## src/mmmc_regs.vh

```
// Register indices, field positions and map constants for the mode control
`ifndef MMMC_REGS_VH
`define MMMC_REGS_VH

// Register indices; byte address is four times the index
`define MMMC_IDX_RSVD_A   6'h0A
`define MMMC_IDX_MODE     6'h0B
`define MMMC_IDX_RSVD_B   6'h10
`define MMMC_IDX_DIRECT   6'h11
`define MMMC_IDX_RSVD_C   6'h12
`define MMMC_IDX_RSVD_D   6'h13
`define MMMC_IDX_RSVD_E   6'h14
`define MMMC_IDX_FLASH_WINDOW_PAGE    6'h15
`define MMMC_IDX_BDMPAGE  6'h16
`define MMMC_IDX_STAT     6'h18
`define MMMC_IDX_MASK     6'h19
`define MMMC_IDX_CTRL     6'h1A

// Field positions
`define MMMC_MODE_BIT     7
`define MMMC_CTRL_BDM     0
`define MMMC_CTRL_LOCK    1
`define MMMC_CTRL_SEC     2

// Mode encoding
`define MMMC_MODE_NS      1'b1
`define MMMC_MODE_SS      1'b0

// Reset values
`define MMMC_FLASH_WINDOW_PAGE_RST    4'hE
`define MMMC_DIRECT_RST   8'h00
`define MMMC_MASK_RST     3'h0

// Fixed pages of the unpaged local windows
`define MMMC_PAGE_LOW     4'hC
`define MMMC_PAGE_MID     4'hD
`define MMMC_PAGE_TOP     4'hF
`define MMMC_WIN_LOW      2'b00
`define MMMC_WIN_MID      2'b01
`define MMMC_WIN_PAGED    2'b10

// Implemented resources; the gap between them is unmapped
`define MMMC_REG_TOP      16'h0400
`define MMMC_RAM_LO       16'h2000
`define MMMC_FLASH_PG_MIN 4'h8
`define MMMC_FLASH_BASE   18'h20000

// Event bits of the status register
`define MMMC_EV_UNIMPL    0
`define MMMC_EV_MODE      1
`define MMMC_EV_DENY      2
`define MMMC_EV_W         3

`endif

```

## src/mmmc_top.v

```verilog
// Memory map, bus arbitration and operating mode control unit
`timescale 1ns/1ps
`include "mmmc_regs.vh"

// Notes on behaviour
// - Mode pin captured at reset pin rise
// - Pin drives mode in reset, bit after
// - Captured pin level readable in mode bit
// - Forbidden mode write ignored, locks outside special
// - Secured device ignores all mode writes
// - Special mode enters background debug after reset
// - Core unmapped access raises system reset
// - Arbitrate core and debug module accesses
// - Paging reaches 256 kByte global space
// - Separate translation for core and debug
// - Secured device denies external flash access
// - Mode bit at top, rest zero
// - Direct page supplies address bits 15..8
// - Direct page write-once in normal mode
// - Page index selects 16 kB flash window
// - Page index resets to 0x0E
module mmmc_top (
    input  wire        clk_i,
    input  wire        rst_i,
    input  wire        reset_pin_n_i,
    input  wire        mode_select_pin_i,
    input  wire        secure_i,
    input  wire        wb_cyc_i,
    input  wire        wb_stb_i,
    input  wire        wb_we_i,
    input  wire [7:0]  wb_adr_i,
    input  wire [31:0] wb_dat_i,
    input  wire [3:0]  wb_sel_i,
    output reg  [31:0] wb_dat_o,
    output reg         wb_ack_o,
    input  wire        cpu_req_i,
    input  wire        cpu_we_i,
    input  wire        cpu_direct_i,
    input  wire [15:0] cpu_addr_i,
    input  wire        bdm_req_i,
    input  wire        bdm_we_i,
    input  wire [15:0] bdm_addr_i,
    output reg         mem_req_o,
    output reg         mem_we_o,
    output reg  [17:0] mem_addr_o,
    output reg         grant_cpu_o,
    output reg         grant_bdm_o,
    output reg         sys_reset_o,
    output reg         flash_deny_o,
    output reg         normal_single_chip_o,
    output reg         background_debug_mode_o,
    output reg         irq_o
);

    // Local to global translation; one scheme per master
    function [17:0] mmmc_xlate;
        input [15:0] a;
        input [3:0]  pg;
        reg   [3:0]  sel_pg;
        begin
            case (a[15:14])
                `MMMC_WIN_LOW:   sel_pg = `MMMC_PAGE_LOW;
                `MMMC_WIN_MID:   sel_pg = `MMMC_PAGE_MID;
                `MMMC_WIN_PAGED: sel_pg = pg;
                default:         sel_pg = `MMMC_PAGE_TOP;
            endcase
            mmmc_xlate = {sel_pg, a[13:0]};
        end
    endfunction

    // Addresses that belong to no on-chip resource
    function mmmc_unimpl;
        input [15:0] a;
        input [3:0]  pg;
        begin
            mmmc_unimpl =
                ((a[15:14] == `MMMC_WIN_LOW) && (a >= `MMMC_REG_TOP) &&
                 (a < `MMMC_RAM_LO)) ||
                ((a[15:14] == `MMMC_WIN_PAGED) && (pg < `MMMC_FLASH_PG_MIN));
        end
    endfunction

    // Register index match, shared by the write strobes
    function mmmc_hit;
        input [5:0] i;
        input [5:0] want;
        begin
            mmmc_hit = (i == want);
        end
    endfunction

    // Pin synchronisers: bit 0 reset pin, bit 1 mode select pin
    wire [1:0] pin_raw;
    reg  [1:0] pin_s1_q;
    reg  [1:0] pin_s2_q;
    reg  [1:0] pin_s3_q;
    reg  [1:0] pin_lvl_q;

    assign pin_raw = {mode_select_pin_i, reset_pin_n_i};

    genvar gi;
    generate
        for (gi = 0; gi < 2; gi = gi + 1) begin : g_sync
            // No reset: the pins must be tracked while rst_i is high
            always @(posedge clk_i) begin
                pin_s1_q[gi] <= pin_raw[gi];
                pin_s2_q[gi] <= pin_s1_q[gi];
                pin_s3_q[gi] <= pin_s2_q[gi];
                // A change counts once two stages agree; filters glitches
                if (pin_s2_q[gi] == pin_s3_q[gi]) begin
                    pin_lvl_q[gi] <= pin_s3_q[gi];
                end
            end
        end
    endgenerate

    wire rpin_lvl = pin_lvl_q[0];
    wire mpin_lvl = pin_lvl_q[1];

    // Register state
    reg        mode_q;
    reg        lock_q;
    reg  [7:0] direct_q;
    reg        direct_wr_q;
    reg  [3:0] flash_window_page_q;
    reg  [3:0] bdm_page_q;
    reg  [`MMMC_EV_W-1:0] stat_q;
    reg  [`MMMC_EV_W-1:0] mask_q;
    reg        bdm_act_q;
    reg        boot_q;
    reg  [`MMMC_EV_W-1:0] ev_d;

    // Bus decode
    // Writes need byte lane 0, where all register bits sit
    wire       acc  = wb_cyc_i & wb_stb_i & ~wb_ack_o;
    wire       wr   = acc & wb_we_i & wb_sel_i[0];
    wire [5:0] idx  = wb_adr_i[7:2];
    wire [7:0] wdat = wb_dat_i[7:0];

    wire wr_mode   = wr & mmmc_hit(idx, `MMMC_IDX_MODE);
    wire wr_direct = wr & mmmc_hit(idx, `MMMC_IDX_DIRECT);
    wire wr_flash_window_page  = wr & mmmc_hit(idx, `MMMC_IDX_FLASH_WINDOW_PAGE);
    wire wr_bpage  = wr & mmmc_hit(idx, `MMMC_IDX_BDMPAGE);
    wire wr_stat   = wr & mmmc_hit(idx, `MMMC_IDX_STAT);
    wire wr_mask   = wr & mmmc_hit(idx, `MMMC_IDX_MASK);
    wire wr_ctrl   = wr & mmmc_hit(idx, `MMMC_IDX_CTRL);

    // Same value, or the step up to normal mode
    wire mode_ok  = (wdat[`MMMC_MODE_BIT] == mode_q) ||
                    (wdat[`MMMC_MODE_BIT] == `MMMC_MODE_NS);
    wire mode_try = wr_mode & ~secure_i & ~lock_q;
    wire mode_bad = mode_try & ~mode_ok;

    // Master address paths
    wire [15:0] cpu_local = cpu_direct_i ?
                            {direct_q, cpu_addr_i[7:0]} : cpu_addr_i;
    wire [17:0] cpu_glob  = mmmc_xlate(cpu_local, flash_window_page_q);
    wire [17:0] bdm_glob  = mmmc_xlate(bdm_addr_i, bdm_page_q);
    wire        cpu_bad   = mmmc_unimpl(cpu_local, flash_window_page_q);
    wire        bdm_flash = (bdm_glob >= `MMMC_FLASH_BASE);

    // Debug module has priority so a halted core cannot starve it
    wire gnt_bdm   = bdm_req_i;
    wire gnt_cpu   = cpu_req_i & ~bdm_req_i;
    wire deny_bdm  = gnt_bdm & secure_i & bdm_flash;
    wire unimp_cpu = gnt_cpu & cpu_bad;

    always @* begin
        ev_d                  = {`MMMC_EV_W{1'b0}};
        ev_d[`MMMC_EV_UNIMPL] = unimp_cpu;
        ev_d[`MMMC_EV_MODE]   = mode_bad;
        ev_d[`MMMC_EV_DENY]   = deny_bdm;
    end

    // Operating mode
    always @(posedge clk_i) begin
        if (rst_i) begin
            mode_q <= mpin_lvl;
        end else if (!rpin_lvl) begin
            mode_q <= mpin_lvl;
        end else if (mode_try && mode_ok) begin
            mode_q <= wdat[`MMMC_MODE_BIT];
        end
    end

    // Lock after a forbidden write; special mode stays writable
    always @(posedge clk_i) begin
        if (rst_i || !rpin_lvl) begin
            lock_q <= 1'b0;
        end else if (mode_bad && mode_q != `MMMC_MODE_SS) begin
            lock_q <= 1'b1;
        end
    end

    // Reset pin release: last pin level while low is the captured mode
    reg rpin_prev_q;
    always @(posedge clk_i) begin
        if (rst_i) begin
            // Idle level of the pin, so rst_i alone makes no false edge
            rpin_prev_q <= 1'b1;
        end else begin
            rpin_prev_q <= rpin_lvl;
        end
    end

    // Pin reset release; mode_q still holds the captured pin level
    wire pin_rise = rpin_lvl & ~rpin_prev_q;

    // Paging and direct page registers
    always @(posedge clk_i) begin
        if (rst_i) begin
            direct_q    <= `MMMC_DIRECT_RST;
            direct_wr_q <= 1'b0;
        end else if (wr_direct &&
                     (mode_q == `MMMC_MODE_SS || !direct_wr_q)) begin
            direct_q    <= wdat;
            direct_wr_q <= 1'b1;
        end
    end

    // Both masters start on the linear flash page
    always @(posedge clk_i) begin
        if (rst_i) begin
            flash_window_page_q <= `MMMC_FLASH_WINDOW_PAGE_RST;
        end else if (wr_flash_window_page) begin
            flash_window_page_q <= wdat[3:0];
        end
    end

    // Debug page of its own, so the core's page is left alone
    always @(posedge clk_i) begin
        if (rst_i) begin
            bdm_page_q <= `MMMC_FLASH_WINDOW_PAGE_RST;
        end else if (wr_bpage) begin
            bdm_page_q <= wdat[3:0];
        end
    end

    // Event mask, same layout as status
    always @(posedge clk_i) begin
        if (rst_i) begin
            mask_q <= `MMMC_MASK_RST;
        end else if (wr_mask) begin
            mask_q <= wdat[`MMMC_EV_W-1:0];
        end
    end

    // Sticky events; a new event wins over a write-one clear
    always @(posedge clk_i) begin
        if (rst_i) begin
            stat_q <= {`MMMC_EV_W{1'b0}};
        end else if (wr_stat) begin
            stat_q <= (stat_q & ~wdat[`MMMC_EV_W-1:0]) | ev_d;
        end else begin
            stat_q <= stat_q | ev_d;
        end
    end

    // Background debug entry after each reset in special mode
    always @(posedge clk_i) begin
        if (rst_i) begin
            boot_q    <= 1'b1;
            bdm_act_q <= 1'b0;
        end else begin
            boot_q <= 1'b0;
            if (boot_q || pin_rise) begin
                bdm_act_q <= (mode_q == `MMMC_MODE_SS);
            end else if (wr_ctrl && wdat[`MMMC_CTRL_BDM]) begin
                bdm_act_q <= 1'b0;
            end
        end
    end

    // Memory side outputs, one cycle after the request
    always @(posedge clk_i) begin
        if (rst_i) begin
            grant_cpu_o  <= 1'b0;
            grant_bdm_o  <= 1'b0;
            sys_reset_o  <= 1'b0;
            flash_deny_o <= 1'b0;
        end else begin
            grant_cpu_o  <= gnt_cpu;
            grant_bdm_o  <= gnt_bdm;
            sys_reset_o  <= unimp_cpu;
            flash_deny_o <= deny_bdm;
        end
    end

    // Refused accesses never reach memory
    always @(posedge clk_i) begin
        if (rst_i) begin
            mem_req_o <= 1'b0;
            mem_we_o  <= 1'b0;
        end else begin
            mem_req_o <= (gnt_bdm & ~deny_bdm) | (gnt_cpu & ~cpu_bad);
            mem_we_o  <= gnt_bdm ? bdm_we_i : cpu_we_i;
        end
    end

    always @(posedge clk_i) begin
        if (rst_i) begin
            mem_addr_o <= 18'h00000;
        end else begin
            mem_addr_o <= gnt_bdm ? bdm_glob : cpu_glob;
        end
    end

    // Status pins
    always @(posedge clk_i) begin
        if (rst_i) begin
            normal_single_chip_o    <= 1'b0;
            background_debug_mode_o <= 1'b0;
        end else begin
            normal_single_chip_o    <= (mode_q == `MMMC_MODE_NS);
            background_debug_mode_o <= bdm_act_q;
        end
    end

    // Irq follows status one cycle late; a level, not a pulse
    always @(posedge clk_i) begin
        if (rst_i) begin
            irq_o <= 1'b0;
        end else begin
            irq_o <= |(stat_q & mask_q);
        end
    end

    // Wishbone read data and ack; unmapped indices read zero
    reg [7:0] rdat;
    always @* begin
        rdat = 8'h00;
        case (idx)
            `MMMC_IDX_MODE:    rdat = {mode_q, 7'h00};
            `MMMC_IDX_DIRECT:  rdat = direct_q;
            `MMMC_IDX_FLASH_WINDOW_PAGE:   rdat = {4'h0, flash_window_page_q};
            `MMMC_IDX_BDMPAGE: rdat = {4'h0, bdm_page_q};
            `MMMC_IDX_STAT:    rdat = {5'h00, stat_q};
            `MMMC_IDX_MASK:    rdat = {5'h00, mask_q};
            `MMMC_IDX_CTRL:    rdat = {5'h00, secure_i, lock_q, bdm_act_q};
            `MMMC_IDX_RSVD_A,
            `MMMC_IDX_RSVD_B,
            `MMMC_IDX_RSVD_C,
            `MMMC_IDX_RSVD_D,
            `MMMC_IDX_RSVD_E:  rdat = 8'h00;
            default:           rdat = 8'h00;
        endcase
    end

    always @(posedge clk_i) begin
        if (rst_i) begin
            wb_ack_o <= 1'b0;
        end else begin
            wb_ack_o <= acc;
        end
    end

    // Data only in the acked cycle, zero otherwise
    always @(posedge clk_i) begin
        if (rst_i) begin
            wb_dat_o <= 32'h00000000;
        end else begin
            wb_dat_o <= acc ? {24'h000000, rdat} : 32'h00000000;
        end
    end

endmodule // mmmc_top

```

## config.mk

```make
export PLATFORM = sky130hd
export DESIGN_NAME = mmmc_top
export DESIGN_NICKNAME = d
export VERILOG_FILES = /design/src/mmmc_top.v
export VERILOG_INCLUDE_DIRS = /design/src
export SDC_FILE = /design/constraint.sdc
export NUM_CORES = 1
export LEC_CHECK = 0
export ABC_AREA = 1
export BUFFER_PORTS_ARGS = -buffer_cell sky130_fd_sc_hd__clkbuf_2
export CORE_AREA = 2 2 91 93
export CTS_CLUSTER_DIAMETER = 40
export DETAILED_ROUTE_END_ITERATION = 10
export DIE_AREA = 0 0 93 95
export HOLD_SLACK_MARGIN = 0.08
export PLACE_DENSITY = 0.65
export SLEW_MARGIN = 25
export SYNTH_ARGS = -nofsm -noshare
export SYNTH_HDL_FRONTEND = slang
export SYNTH_SLANG_ARGS = --single-unit
export TNS_END_PERCENT = 1
```

## constraint.sdc

```tcl
create_clock -name clk_i -period 3.5 [get_ports clk_i]
set_input_delay 0.525 -clock clk_i [delete_from_list [all_inputs] [get_ports clk_i]]
set_output_delay 0.525 -clock clk_i [all_outputs]
set_load 0.02 [all_outputs]
```

==> flow_metrics.env <==
export IMPL_clockBufferDepth=2
export IMPL_layout_nets=582
export IMPL_syn_inst=396
export IMPL_maxSlewHeadroom_pct=39.3
export IMPL_power_combinational_fraction_pct=11.4
export IMPL_layout_drive_gt1_share_pct=24.3
export IMPL_routed_via_density=4.52
export IMPL_cts_root_buf="clkbuf_8"
export IMPL_drc=0
export IMPL_core_um2=7930
export IMPL_cts_resized=0
export IMPL_setup_slack_ns=1.82
export IMPL_outcome="finished clean"
export IMPL_grt_pass1_vias=2566
export IMPL_synthesis_area_um2=3030
export IMPL_p_leak_nw=1.91
export IMPL_n_fill_cell=847
export IMPL_internal_power_mw=1.27
export IMPL_ys_ff_latch=72
export IMPL_cts_max_level=3
export IMPL_vdd_drop_max_uv=314
export IMPL_cts_buffers=9
export IMPL_hold_start="reset_pin_n_i"
export IMPL_grt_antenna_before_repair=0
export IMPL_drtIter0Drc=113
export IMPL_power_switching_share_pct=25.7
export IMPL_crit_fanout=15
export IMPL_tns_ns=0
export IMPL_power_density_nw_per_um2=460
export IMPL_clock_skew_ns=0.00871
export IMPL_post_route_util_pct=46.7
export IMPL_clk_pin_slew_ns=0.07
export IMPL_io_pins=149
export IMPL_endpoint_kind="flip-flop"
export IMPL_min_path_type="in2reg"
export IMPL_ys_warn_count=0
export IMPL_cap_violations=0
export IMPL_seqCellArea_um2=1470
export IMPL_ys_seq_area_share_pct=48.5
export IMPL_p_switching_mw=0.437
export IMPL_grt_usage_pct=17.2
export IMPL_rsz0062_at_grt="no"
export IMPL_clkLatencyLatePin_ns=0.34
export IMPL_dr_pass1_iters=4
export IMPL_hold_end="pin_s1_q[0]"
export IMPL_die_w_um=93
export IMPL_crit_type="in2reg"
export IMPL_clock_fmax_mhz=596
export IMPL_area_delta_synth_final_pct=22.2
export IMPL_tightest_slew_ns=0.907
export IMPL_setup_viol=0
export IMPL_crit_required_ns=3.79
export IMPL_p_clk_share_pct=37.8
export IMPL_fp_row_count=33
export IMPL_arrival_ns=1.97
export IMPL_worst_r2r_endpoint="bdm_page_q[0]"
export IMPL_cts_sinks=72
export IMPL_multi_input_area_um2=1270
export IMPL_finalCritPeriodShare_pct=47.9
export IMPL_r2r_setup_slack_ns=1.85
export IMPL_grt_max_degree=27
export IMPL_grt_overflow_total=0
export IMPL_start_kind="primary input"
export IMPL_dp_slack_ns=1.47
export IMPL_fp_dieH_um=95
export IMPL_worst_r2r_startpoint="wb_ack_o"
export IMPL_routedWlPerCell_um=12.1
export IMPL_hold_viol=0
export IMPL_die_area_um2=8840
export IMPL_hold_buffers=0
export IMPL_tritoncts="built"
export IMPL_finalMaxSlewViolations=0
export IMPL_syn_avg_cell_area_um2=7.66
export IMPL_whs_path_depth=1
export IMPL_seqPwrFrac_pct=50.9
export IMPL_grt_pass1_wl_mm=11.9
export IMPL_yosysUniqueCellTypes=29
export IMPL_vias=2725
export IMPL_num_antenna_cells=0
export IMPL_min_period_ns=1.68
export IMPL_stdcell_count=603
export IMPL_dp_cells=587
export IMPL_drtAntennaViolNets=0
export IMPL_globalplace_congestion=0.836
export IMPL_port_buffers=95
export IMPL_reg2regPathDepth=6
export IMPL_post_cts_buffers=0
export IMPL_initial_core_util_pct=38.2
export IMPL_routed_wl_mm=7.28
export IMPL_place_hpwl_mm=5.60
-- placed cells by master (no fill, tap or decap), types with 2 or more instances in the layout --
cell type / instances
clkbuf_8: 10
conb_1: 24
o22ai_1: 2
a21oi_1: 13
nand4_1: 3
nand2_1: 90
nor2_1: 61
xnor2_1: 2
o21ai_0: 21
nor2_2: 2
nand2_2: 3
dfxtp_1: 69
edfxtp_1: 3
o21bai_1: 2
a22o_1: 11
inv_1: 39
o211ai_1: 4
clkbuf_2: 95
nand3_1: 29
clkinv_2: 2
-- sequential cells by signal (all words and copies together) (netlist names), 2 cells and up --
signal and count:
stat_q 3, pin_s2_q 2, pin_s1_q 2, wb_dat_o 8
mem_addr_o 18, flash_window_page_q 4, direct_q 8, pin_s3_q 2
bdm_page_q 4, mask_q 3
-- per-layer routing --
layer  track usage, %  wire length, um
met3             6.15              628
met1             21.5             3280
met2             28.9             3310
met4             3.31               61
met5                0                0
-- power groups by stage --
stage	Sequential (mW)	Combinational, mW	Clock (mW)
global placement	0.885	0.191	0
global route	0.869	0.216	0.705
detailed placement	0.886	0.193	0
CTS	0.866	0.194	0.662
floorplan	0.910	0.110	0
finish	0.866	0.194	0.644
-- cell type report --
type | instances | area share (%)
Tap cell | 105 | 3.54
Clock buffer | 11 | 3.82
Sequential cell | 72 | 39.7
Clock inverter | 5 | 1.52
Multi-Input combinational cell | 274 | 34.3
Inverter | 40 | 4.05
Timing Repair Buffer | 96 | 13.0
-- kinds of logic (layout without fill, tap and decap cells) --
family / count (synthesis) / after routing / synth area share (%)
simple gates: 192 / 192 / 27.0
other cells: 1 / 24 / 0.124
flops: 72 / 72 / 48.5
xor+xnor: 2 / 2 / 0.578
compound gates: 56 / 56 / 11.3
buf+inv: 73 / 152 / 12.4
-- cells in the mapped netlist, drive strengths merged --
master	number	share of area [%]
nand4	3	0.62
dfxtp	69	46
a31oi	1	0.21
buf	29	7.0
edfxtp	3	3.0
a22o	11	3.2
xnor2	2	0.58
nand2	94	12
inv	40	5.0
o31ai	1	0.25
conb	1	0.12
o21bai	2	0.50
o211ai	4	0.99
o22ai	2	0.41
a21oi	13	2.1
nor2	65	8.9
o21ai	22	3.6
nand3	30	5.4
clkbuf	4	0.50
-- stage by stage --
| step | power, mW | hold WS (ns) | instance area [um2] |
|---|---|---|---|
| 2_1_floorplan | 1.02 | 0.310 | 3120 |
| 3_3_place_gp | 1.08 | 0.313 | 3510 |
| 3_5_place_dp | 1.08 | 0.312 | 3510 |
| 4_1_cts | 1.72 | 0.265 | 3700 |
| 5_1_grt | 1.79 | 0.251 | 3710 |
| 6_report | 1.70 | 0.279 | 3710 |
-- critical path: stages --
cell and delay [ns]:
clkbuf_2 0.27, nor2_1 0.77, nand2_1 0.10, inv_1 0.13
nand2_1 0.10, nand2_1 0.06
-- worst max-delay path by stage --
stage	startpoint	endpoint	slack, ns	cells past startpoint
floorplan	wb_cyc_i	mode_q	1.92	5
global placement	rst_i	stat_q[0]	1.48	6
detailed placement	rst_i	stat_q[0]	1.47	6
CTS	rst_i	sys_reset_o	1.83	6
global route	rst_i	sys_reset_o	1.60	6
finish	rst_i	stat_q[0]	1.82	6
No activity file was read; power rests on OpenSTA's default activity.
